===== src/design/disa_defs.vh =====
// constants for the dsp interrupt source and acknowledge logic
`ifndef DISA_DEFS_VH
`define DISA_DEFS_VH
`define DISA_ADDR_W 16
`define DISA_DATA_W 24
`define DISA_OFS_MCU_EN 16'hff65
`define DISA_OFS_SRC 16'hff70
`define DISA_OFS_ACK 16'hff71
`define DISA_OFS_TRAP 16'hff72
`define DISA_OFS_CLKSW 16'hff73
`define DISA_MCU_EN_RST 16'h0000
`define DISA_SRC_RST 5'h00
`define DISA_CLKSW_RST 1'b0
`define DISA_ACK_BIT 0
`define DISA_CLKSW_BIT 0
`define DISA_NUM_LOCAL 9
`define DISA_NUM_MCU 16
`define DISA_MCU_CODE_BASE 5'h09
`define DISA_CODE_W 5
`endif


===== src/design/disa_pick.v =====
// fixed-priority picker of the lowest pending interrupt code
`timescale 1ns/100ps
`include "disa_defs.vh"
module disa_pick #(
	parameter NUM_LOCAL = `DISA_NUM_LOCAL,
	parameter NUM_MCU = `DISA_NUM_MCU
) (
	input wire [NUM_LOCAL-1:0] local_req,
	input wire [NUM_MCU-1:0] mcu_req,
	output reg any,
	output reg [`DISA_CODE_W-1:0] code,
	output reg is_mcu,
	output reg [3:0] mcu_idx
);
	integer i;
	// scan downward so the lowest code wins
	always @* begin
		any = 1'b0;
		code = `DISA_SRC_RST;
		is_mcu = 1'b0;
		mcu_idx = 4'h0;
		for (i = NUM_MCU - 1; i >= 0; i = i - 1) begin
			if (mcu_req[i]) begin
				any = 1'b1;
				is_mcu = 1'b1;
				mcu_idx = i[3:0];
				code = `DISA_MCU_CODE_BASE + i[4:0];
			end
		end
		for (i = NUM_LOCAL - 1; i >= 0; i = i - 1) begin
			if (local_req[i]) begin
				any = 1'b1;
				is_mcu = 1'b0;
				mcu_idx = 4'h0;
				code = i[4:0];
			end
		end
	end
endmodule // disa_pick


===== src/design/disa_top.v =====
// interrupt source gating, current code and acknowledge handling
`timescale 1ns/100ps
`include "disa_defs.vh"
module disa_top #(
	parameter NUM_MCU = `DISA_NUM_MCU
) (
	input wire clock,
	input wire rst,
	input wire ce,
	input wire [`DISA_ADDR_W-1:0] mmio_addr,
	input wire [`DISA_DATA_W-1:0] mmio_wdata,
	input wire mmio_wr,
	input wire mmio_rd,
	input wire [`DISA_NUM_LOCAL-1:0] local_irq,
	input wire [NUM_MCU-1:0] mcu_event,
	output reg [`DISA_DATA_W-1:0] mmio_rdata_ff,
	output reg irq_ff,
	output reg int_clk_sel_ff,
	output reg sw_error_ff,
	output reg [`DISA_CODE_W-1:0] active_code_ff
);
	localparam ST_IDLE = 1'b0;
	localparam ST_BUSY = 1'b1;

	function hit;
		input [`DISA_ADDR_W-1:0] a;
		input [`DISA_ADDR_W-1:0] ofs;
		begin
			hit = (a == ofs);
		end
	endfunction

	reg state_ff;
	reg nxt_state;
	reg [NUM_MCU-1:0] mcu_en_ff;
	reg [NUM_MCU-1:0] nxt_mcu_en;
	reg clksw_en_ff;
	reg nxt_clksw_en;
	reg served_mcu_ff;
	reg nxt_served_mcu;
	reg [3:0] served_idx_ff;
	reg [3:0] nxt_served_idx;
	reg [`DISA_CODE_W-1:0] nxt_active_code;
	reg nxt_irq;
	reg nxt_int_clk_sel;
	reg nxt_sw_error;
	reg [`DISA_DATA_W-1:0] nxt_rdata;

	wire pick_any;
	wire [`DISA_CODE_W-1:0] pick_code;
	wire pick_is_mcu;
	wire [3:0] pick_idx;
	wire [NUM_MCU-1:0] mcu_live;
	wire wr_ack;
	wire clear_served;
	wire [NUM_MCU-1:0] mcu_pend;
	wire [NUM_MCU-1:0] clr_vec;

	// pending events gated by their enables before arbitration
	assign mcu_live = mcu_pend & mcu_en_ff;
	assign wr_ack = mmio_wr & hit(mmio_addr, `DISA_OFS_ACK);
	assign clear_served = wr_ack & ~mmio_wdata[`DISA_ACK_BIT];
	// only the served source is cleared; bit 0 high leaves it to raise again
	assign clr_vec = (clear_served & served_mcu_ff) ? ({{(NUM_MCU-1){1'b0}}, 1'b1} << served_idx_ff) :
		{NUM_MCU{1'b0}};

	disa_pick #(
		.NUM_LOCAL(`DISA_NUM_LOCAL),
		.NUM_MCU(NUM_MCU)
	) u_pick (
		.local_req(local_irq),
		.mcu_req(mcu_live),
		.any(pick_any),
		.code(pick_code),
		.is_mcu(pick_is_mcu),
		.mcu_idx(pick_idx)
	);

	// one sticky flop per forwarded source; a new event wins over the clear
	genvar g;
	generate
		for (g = 0; g < NUM_MCU; g = g + 1) begin : g_pend
			reg pend_ff;
			always @(posedge clock) begin
				if (rst) begin
					pend_ff <= 1'b0;
				end else if (ce) begin
					if (mcu_event[g]) begin
						pend_ff <= 1'b1;
					end else if (clr_vec[g]) begin
						pend_ff <= 1'b0;
					end
				end
			end
			assign mcu_pend[g] = pend_ff;
		end
	endgenerate

	always @* begin
		nxt_state = state_ff;
		nxt_mcu_en = mcu_en_ff;
		nxt_clksw_en = clksw_en_ff;
		nxt_served_mcu = served_mcu_ff;
		nxt_served_idx = served_idx_ff;
		nxt_active_code = active_code_ff;
		nxt_irq = irq_ff;
		nxt_sw_error = 1'b0;
		nxt_rdata = mmio_rdata_ff;
		if (mmio_wr) begin
			if (hit(mmio_addr, `DISA_OFS_MCU_EN)) begin
				nxt_mcu_en = mmio_wdata[NUM_MCU-1:0];
			end
			if (hit(mmio_addr, `DISA_OFS_CLKSW)) begin
				nxt_clksw_en = mmio_wdata[`DISA_CLKSW_BIT];
			end
		end
		// trap on either access direction, data ignored
		if ((mmio_wr | mmio_rd) && hit(mmio_addr, `DISA_OFS_TRAP)) begin
			nxt_sw_error = 1'b1;
		end
		if (mmio_rd) begin
			nxt_rdata = {`DISA_DATA_W{1'b0}};
			if (hit(mmio_addr, `DISA_OFS_MCU_EN)) begin
				nxt_rdata[NUM_MCU-1:0] = mcu_en_ff;
			end
			if (hit(mmio_addr, `DISA_OFS_SRC)) begin
				nxt_rdata[`DISA_CODE_W-1:0] = active_code_ff;
			end
			if (hit(mmio_addr, `DISA_OFS_CLKSW)) begin
				nxt_rdata[`DISA_CLKSW_BIT] = clksw_en_ff;
			end
		end
		case (state_ff)
			ST_IDLE: begin
				if (pick_any) begin
					nxt_state = ST_BUSY;
					nxt_irq = 1'b1;
					nxt_active_code = pick_code;
					nxt_served_mcu = pick_is_mcu;
					nxt_served_idx = pick_idx;
				end
			end
			ST_BUSY: begin
				// any acknowledge write ends service and re-arms
				if (wr_ack) begin
					nxt_state = ST_IDLE;
					nxt_irq = 1'b0;
				end
			end
			default: begin
				nxt_state = ST_IDLE;
				nxt_irq = 1'b0;
			end
		endcase
		// rate follows service only when switching is enabled
		nxt_int_clk_sel = (nxt_state == ST_BUSY) & nxt_clksw_en;
	end

	always @(posedge clock) begin
		if (rst) begin
			state_ff <= ST_IDLE;
			mcu_en_ff <= `DISA_MCU_EN_RST;
			clksw_en_ff <= `DISA_CLKSW_RST;
			served_mcu_ff <= 1'b0;
			served_idx_ff <= 4'h0;
			active_code_ff <= `DISA_SRC_RST;
			irq_ff <= 1'b0;
			int_clk_sel_ff <= 1'b0;
			sw_error_ff <= 1'b0;
			mmio_rdata_ff <= {`DISA_DATA_W{1'b0}};
		end else if (ce) begin
			state_ff <= nxt_state;
			mcu_en_ff <= nxt_mcu_en;
			clksw_en_ff <= nxt_clksw_en;
			served_mcu_ff <= nxt_served_mcu;
			served_idx_ff <= nxt_served_idx;
			active_code_ff <= nxt_active_code;
			irq_ff <= nxt_irq;
			int_clk_sel_ff <= nxt_int_clk_sel;
			sw_error_ff <= nxt_sw_error;
			mmio_rdata_ff <= nxt_rdata;
		end
	end
endmodule // disa_top


===== config.mk =====
export PLATFORM = sky130hd
export DESIGN_NAME = disa_top
export DESIGN_NICKNAME = d
export VERILOG_FILES = /design/src/design/disa_pick.v /design/src/design/disa_top.v
export VERILOG_INCLUDE_DIRS = /design/src /design/src/design
export SDC_FILE = /design/constraint.sdc
export NUM_CORES = 1
export LEC_CHECK = 0
export ABC_AREA = 1
export BUFFER_PORTS_ARGS = -buffer_cell sky130_fd_sc_hd__buf_2
export CAP_MARGIN = 20
export CORE_UTILIZATION = 52
export CTS_BUF_LIST = sky130_fd_sc_hd__clkbuf_2
export CTS_CLUSTER_SIZE = 8
export DETAILED_ROUTE_END_ITERATION = 10
export PLACE_DENSITY = 0.94
export SYNTH_ARGS = -nofsm -noshare
export SYNTH_HDL_FRONTEND = slang
export SYNTH_SLANG_ARGS = --single-unit

===== constraint.sdc =====
create_clock -name clock -period 2.2 [get_ports clock]
set_input_delay 0.44 -clock clock [delete_from_list [all_inputs] [get_ports clock]]
set_output_delay 0.44 -clock clock [all_outputs]
set_load 0.05 [all_outputs]

; Yosys cells after proc, flatten, opt, wreduce, memory -nomap -nowiden
; Index checks and enable logic that the tools add are counted.
[word_totals]
ff_bits = 63
latch_bits = 0
ramBits = 0
mem_bits_ro = 0
output_inout_bits = 32
elab_cells = 208
n_memories = 0
[classes]
addsub = 0
mul = 0
div_mod_pow = 0
n_lt_le_gt_ge = 0
n_eq_ne = 7
shift = 1
n_mux = 129
bitwise = 8
reduce_logical = 37
[op_table]
columns = operator, count
row1 = $mux 5, 26
row2 = $mux 4, 25
row3 = $eq 16x16->1 const B, 5
row4 = $mux 1, 74
row5 = $reduce_and 2->1, 17
row6 = $mux 16, 2
row7 = $reduce_bool 2->1, 16
row8 = $and 16x16->16, 1
row9 = $shl 1x4->16 const A, 1
row10 = $reduce_and 3->1, 3
row11 = $and 1x1->1, 4
row12 = $pmux 1 s2, 2
row13 = $ne 2x1->1 const B, 1
row14 = $ne 2x2->1 const B, 1
row15 = $not 1->1, 2
row16 = $logic_and 1x1->1, 1
row17 = $or 1x1->1, 1

; Logic depth before layout (Yosys ltp)
; Gate-level depths: netlist of the first run.
[logic_depth]
ltp_word = 29
ltp_mapped = 24
mapped_depth_nobuf = 24

; Modules after synthesis
; A second synthesis of the first run with hierarchy kept.
[unflattened]
hier_cells = 502
area_unflattened_um2 = 3234.4
[by_module_without_submodules]
columns = module, instances, cells_per_inst, area_per_inst_um2, seq_area_each_um2
row1 = disa_top, 1, 400, 2781.4, 1261.2
row2 = disa_pick, 1, 102, 452.9, 0.0

; Worst setup path before layout of the first run
; OpenSTA, ideal clock, no wires.
[synth_path]
path_kind = in2reg
start = in mmio_addr[8]
end = reg mcu_en_ff[10]
t_arrival_ps = 1580
required_ps = 2084
path_slack_ps = 504
stages = 8
n_path_buf = 1
path_cell_list = inv_1 nor4_2 nand2_1 nor3_4 inv_2 buf_2 nor2_1 nor2_1
[synth_between]
elab_chain_cells = 2
[synth_lines]
columns = item, line_no
row1 = from (decl), disa_top.v:10  ; input wire [`DISA_ADDR_W-1:0] mmio_addr,
row2 = $eq 16x16->1, disa_top.v:29  ; hit = (a == ofs);
row3 = $reduce_and 3->1 (no source line), n/a
row4 = to (signal assigned), disa_top.v:162  ; mcu_en_ff <= `DISA_MCU_EN_RST;
row5 = to (signal assigned), disa_top.v:173  ; mcu_en_ff <= nxt_mcu_en;
row6 = to (decl), disa_top.v:35  ; reg [NUM_MCU-1:0] mcu_en_ff;
; Every way passes these cells.
; A chain may end at the register's enable or synchronous reset.

; Worst setup path after layout of the first run
[layout_path]
start = reg mcu_en_ff[14]
end = reg active_code_ff[2]
[layout_between]
elab_chain_cells = 26
elab_cells_between_ends = 50
[layout_lines]
columns = item, line_no
row1 = $and 16x16->16 *, disa_top.v:60  ; assign mcu_live = mcu_pend & mcu_en_ff;
row2 = $mux 1 (15 in series), disa_pick.v:23  ; if (mcu_req[i]) begin
row3 = $mux 1 (9 in series), disa_pick.v:31  ; if (local_req[i]) begin
row4 = $reduce_and 3->1 (no source line), n/a
row5 = to (signal assigned), disa_top.v:166  ; active_code_ff <= `DISA_SRC_RST;
row6 = to (signal assigned), disa_top.v:177  ; active_code_ff <= nxt_active_code;
row7 = to (decl), disa_top.v:20  ; output reg [`DISA_CODE_W-1:0] active_code_ff
; Mark *: on every way between the ends. The rest lies on a longest branch, timed or not.

==> flow_summary_export.csv, run 1 <==
group,metric,value,unit
placed_design,hpwl,6110,microns
power_and_ir_drop,p_leak,1.83,nW
power_and_ir_drop,power.density,625,nW/um^2
routing,via_per_inst,5.42,
outcome,status,"completed",
yosys,synth_enable_flop_cells,0,
yosys,synthCells,446,
floorplan,die-area,6210,sq um
floorplan,rows,27,
floorplan,die_w,78.8,microns
yosys,synthArstFlopShare,0,%
clocking,clock_sinks,63,
yosys,seq_area_frac_synth,41.1,%
yosys,synth_warnings,0,
routing,firstDrtPassIters,5,
routing,route.detailed.drc,0,
grt,antenna_found_initial,0,
routing,avgRoutedWirePerCell,13.2,microns
run,max_cap_violations,0,
clocking,cts_resized,0,
yosys,ys_seq_elements,63,
setup_path,reg2reg_depth,12,
clocking,h-tree-depth,3,
yosys,synth_flop_cell,"dfxtp_1",
power_and_ir_drop,ir_drop,0.311,mV
setup_path,required,2.60,ns
floorplan,floorplan.initialDensity,54.7,%
sta,setup_violations,0,
grt,grt_pass1_vias,2972,
grt,grt_first_pass_wirelength,13000,microns
yosys,syn_area,3070,sq um
min_path,whs_path_depth,3,
yosys,synth_most_common_cell,"nand2_1",
setup_path,critPathCaptureType,"register",
power_and_ir_drop,p_sw_share,31.5,%
grt,grt_max_degree,31,
grt,grt-ovfl-total,0,
clocking,clk_latency,0.51,ns
clocking,hold_buffers,0,
yosys,synth_cell_types,34,
sta,rsz0062_at_grt,"no",
setup_path,cp_max_fo,15,
yosys,synth_area_leaders,"dfxtp_1, nand2_1, o21ai_0, nor2_1, a21oi_1",
min_path,min_from,"mmio_wdata[14]",
placed_design,place_ws,0.108,ns
sta,fmax,511,MHz
clocking,clockBufferDepth,2,
clocking,cts_root_buf,"clkbuf_2",
sta,fin_crit_sh,89.0,%
yosys,synth_common_cells,"nand2_1, dfxtp_1, nor2_1",
power_and_ir_drop,pwr-share-clk,31.3,%
routing,ant_nets,0,
power_and_ir_drop,p_sw,0.717,mW
sta,setup_ws,0.243,ns
grt,grt_usage,27.0,%
min_path,min_path_type,"in -> reg",
setup_path,path_class,"reg -> reg",
cells_and_area,n_antenna_cell,0,
clocking,cts_buffers,9,
setup_path,timing.rr.start,"mcu_en_ff[14]",
power_and_ir_drop,p_int,1.56,mW
sta,skew,0.0244,ns
cells_and_area,fillers,509,
cells_and_area,drive_gt1_share,22.9,%
sta,worst_pin_slew,0.587,ns
sta,drv_slew,0,
clocking,cts_post_setup_buffers_inserted,0,
clocking,cts.clk_slew.worst_paths,0.19,ns
sta,relSlewSlack,60.6,%
placed_design,port_buffers,85,
yosys,avgSynthCellArea,6.88,sq um
clocking,cts_tree,"done",
placed_design,gp_congestion,0.953,
cells_and_area,syn_to_final_growth,18.7,%
sta,tns,0,ns
setup_path,worst_ep_arrival_time,2.36,ns
cells_and_area,nNetsFinal,602,
routing,wl,8070,microns
power_and_ir_drop,power_frac_comb,15.0,%
routing,vias,3299,
routing,dr.first_iter.drc_count,231,
floorplan,pin_count,102,
floorplan,die_h,78.8,microns
floorplan,core_area,5610,sq um
yosys,netlist.area_leader.share,41.1,%
yosys,synth_top_area_cell,"dfxtp_1",
sta,layout_min_cycle_time,1.96,ns
setup_path,startpoint,"mcu_en_ff[14]",
sta,hold_viol_final,0,
power_and_ir_drop,seq_power_share,53.7,%
setup_path,start_kind,"register",
[power groups by stage]
stage / Clock (mW) / Sequential [mW] / Combinational [mW]
4_1_cts: 0.717 / 1.22 / 0.340
6_report: 0.711 / 1.22 / 0.341
3_3_place_gp: 0 / 1.24 / 0.330
5_1_grt: 0.757 / 1.23 / 0.373
3_5_place_dp: 0 / 1.24 / 0.339
2_1_floorplan: 0 / 1.32 / 0.162
[through the flow]
step	cells	total power, mW	utilization (%)	area (sq um)	hold slack, ns
floorplan	453	1.48	-	3090	0.445
global placement	593	1.57	62.8	3520	0.457
detailed placement	593	1.58	62.8	3520	0.461
CTS	609	2.28	64.9	3640	0.117
global route	609	2.36	64.9	3640	0.147
finish	609	2.27	64.9	3640	0.133
[layer usage]
layer | global-route usage (%) | share of wire [%] | up-vias
met4 | 16.4 | 2.9 | 0
li1 | - | - | 1645
met5 | 0 | 0 | -
met3 | 5.06 | 7.9 | 26
met2 | 44.2 | 47 | 169
met1 | 32.9 | 42 | 1459
[state kept, by name (all words and copies together), names as in the netlist]
signal          cells
g_pend.pend_ff     16
mcu_en_ff          16
mmio_rdata_ff      16
active_code_ff      5
served_idx_ff       4
clksw_en_ff         1
int_clk_sel_ff      1
irq_ff              1
served_mcu_ff       1
state_ff            1
sw_error_ff         1
[placed cells by master (no fill, tap or decap), types with 2 or more instances in the layout]
cell type / count
nand2_1: 96
buf_2: 85
dfxtp_1: 63
nor2_1: 62
o21ai_0: 56
inv_1: 39
a21oi_1: 39
nand3_1: 16
clkbuf_2: 9
conb_1: 8
nand4_1: 6
nand2_2: 6
buf_4: 5
inv_2: 4
a221oi_1: 4
nor3_1: 4
a31oi_1: 4
a211oi_1: 4
clkinv_1: 3
nand3_2: 3
nor4_1: 2
o211ai_1: 2
o31ai_1: 2
clkinv_4: 2
[kinds of logic after synthesis]
logic type | count (synthesis) | synth area share, %
flip-flops | 63 | 41.1
other | 1 | 0.122
AND/OR/NAND/NOR | 200 | 28.7
AO/OA/AOI/OAI | 115 | 20.5
buffers and inverters | 67 | 9.54
[final timing paths]
check | end | slack (ns)
max reg2reg | active_code_ff[2] | 0.24
min reg2reg | irq_ff | 0.48
min | mcu_en_ff[14] | 0.13
max | active_code_ff[2] | 0.24
[final cells by class]
type	count	area (sq um)	share of cell area (%)
Tap cell	72	90.1	2.47
Multi-Input combinational cell	323	1540	42.3
Clock buffer	9	45.0	1.24
Inverter	45	169	4.64
Sequential cell	63	1260	34.6
Timing Repair Buffer	90	463	12.7
Clock inverter	7	72.6	1.99
[worst max-delay path, stage by stage, from the launching register on]
cell and delay, ns:
dfxtp_1 0.39, nand2_2 0.10, nand2_1 0.07, nor2_1 0.15, nand2_1 0.10, nor2_1 0.18
nand3_1 0.14, nand2_1 0.16, nor2_4 0.07, inv_2 0.20, nor2_1 0.08, a22oi_1 0.16
nor2_1 0.05
(Power assumes the default switching activity.)
==> inputs of run 2 (changes only) <==
PLACE_DENSITY = default   (was 0.94)
PLACE_DENSITY_LB_ADDON = 0.12   (was default)
==> flow_summary_export.csv, run 2 (synthesis gave the netlist of run 1 again) <==
group,metric,value,unit
sta,skew,0.0198,ns
grt,grt_max_degree,31,
setup_path,cpPeakStageDelay,0.39,ns
min_path,min_path_type,"in -> reg",
cells_and_area,nNetsFinal,604,
sta,fmax,525,MHz
sta,drv_slew,0,
grt,grt-ovfl-total,0,
placed_design,placed_cells,595,
clocking,h-tree-depth,3,
cells_and_area,reg.largest.list,"g_pend.pend_ff (16), mcu_en_ff (16), mmio_rdata_ff (16)",
setup_path,path_class,"reg -> reg",
grt,antenna_found_initial,0,
power_and_ir_drop,power,2.38,mW
clocking,clock_sinks,63,
setup_path,critPathSlowestCell,"dfxtp_1",
routing,dr.first_iter.drc_count,173,
power_and_ir_drop,ir_drop,0.609,mV
setup_path,required,2.60,ns
floorplan,core_area,5610,sq um
grt,grt_pass1_vias,2753,
setup_path,reg2reg_slack,0.29,ns
run,max_cap_violations,0,
cells_and_area,final_util,65.6,%
power_and_ir_drop,p_leak,1.86,nW
placed_design,gp_congestion,0.907,
setup_path,start_kind,"register",
power_and_ir_drop,power.density,647,nW/um^2
clocking,clockBufferDepth,2,
routing,vias,3172,
cells_and_area,drive_gt1_share,23.4,%
floorplan,rows,27,
outcome,status,"completed",
clocking,cts_post_setup_buffers_inserted,0,
sta,layout_min_cycle_time,1.91,ns
routing,via_per_inst,5.19,
clocking,cts_buffers,9,
setup_path,worst_ep_arrival_time,2.31,ns
setup_path,critPathCaptureType,"register",
placed_design,placed_area,3540,sq um
sta,hold_viol_final,0,
clocking,hold_buffers,0,
sta,worst_pin_slew,0.501,ns
sta,relSlewSlack,66.6,%
floorplan,die-area,6210,sq um
cells_and_area,final_common_cell,"nand2_1",
placed_design,port_buffers,85,
cells_and_area,syn_to_final_growth,19.9,%
floorplan,die_w,78.8,microns
setup_path,crit_top_cell,"nand2_1",
clocking,clk_latency,0.49,ns
floorplan,floorplan.initialDensity,54.7,%
clocking,cts_root_buf,"clkbuf_2",
setup_path,cp_cell_sequence,"nand2_2, nand2_1, nor4b_1, nand3_1, nand2_1, nor2_4, inv_2, a31oi_1, a211oi_1",
sta,tns,0,ns
routing,route.detailed.drc,0,
routing,ant_nets,0,
sta,setup_violations,0,
grt,grt_usage,25.5,%
cells_and_area,finalInstanceArea,3680,sq um
cells_and_area,n_antenna_cell,0,
cells_and_area,most-common-layout-cells,"nand2_1, buf_2, dfxtp_1",
sta,fin_crit_sh,86.7,%
floorplan,pin_count,102,
placed_design,hpwl,5720,microns
clocking,cts_resized,0,
clocking,cts_tree,"done",
grt,grt_first_pass_wirelength,12300,microns
routing,firstDrtPassIters,4,
setup_path,cp_max_fo,15,
cells_and_area,instances_no_fill,611,
routing,wl,7350,microns
clocking,cts.clk_slew.worst_paths,0.19,ns
sta,rsz0062_at_grt,"no",
routing,avgRoutedWirePerCell,12.0,microns
floorplan,die_h,78.8,microns
run 2: worst max-delay path: cells and delay by family, from the launching register on:
kind	cells	cell delay (ns)
buffers and inverters	1	0.21
AOI/OAI and AO/OA	2	0.30
and+or+nand+nor	6	0.91
DFF	1	0.39
run 2: metrics by stage:
| stage | hold slack (ns) | setup WS, ns |
|---|---|---|
| 3_3_place_gp | 0.451 | 0.162 |
| 6_report | 0.164 | 0.294 |
| 3_5_place_dp | 0.454 | 0.133 |
| 5_1_grt | 0.0977 | 0.0293 |
| 2_1_floorplan | 0.445 | 0.504 |
| 4_1_cts | 0.110 | 0.253 |
run 2: worst paths after layout:
path                                    start                to  cells after the start
worst min register to register    sw_error_ff       sw_error_ff                      2
worst min-delay path            mmio_wdata[7]      mcu_en_ff[7]                      3
worst max-delay path             mcu_en_ff[1]  served_idx_ff[3]                      9
worst max register to register   mcu_en_ff[1]  served_idx_ff[3]                      9
run 2: report_power, final:
part / total (mW) / internal [mW] / switching, mW
sequential: 1.22 / 1.19 / 0.0301
combinational: 0.340 / 0.105 / 0.235
clock: 0.819 / 0.381 / 0.438
run 2: per-layer routing:
layer	part of all wire [%]	global-route usage (%)	wire length, microns
met4	1.3	9.82	93
met2	45	38.4	3340
met1	46	35.1	3410
met5	0	0	0
met3	6.9	6.32	508
run 2: area by class of cell:
class / count / area, sq um
repair buffers: 92 / 478
clock buffers: 9 / 45.0
clock inverters: 7 / 96.3
flip-flops and latches: 63 / 1260
fillers: 540 / 1930
multi-input cells: 323 / 1540
inverters: 45 / 169
well taps: 72 / 90.1
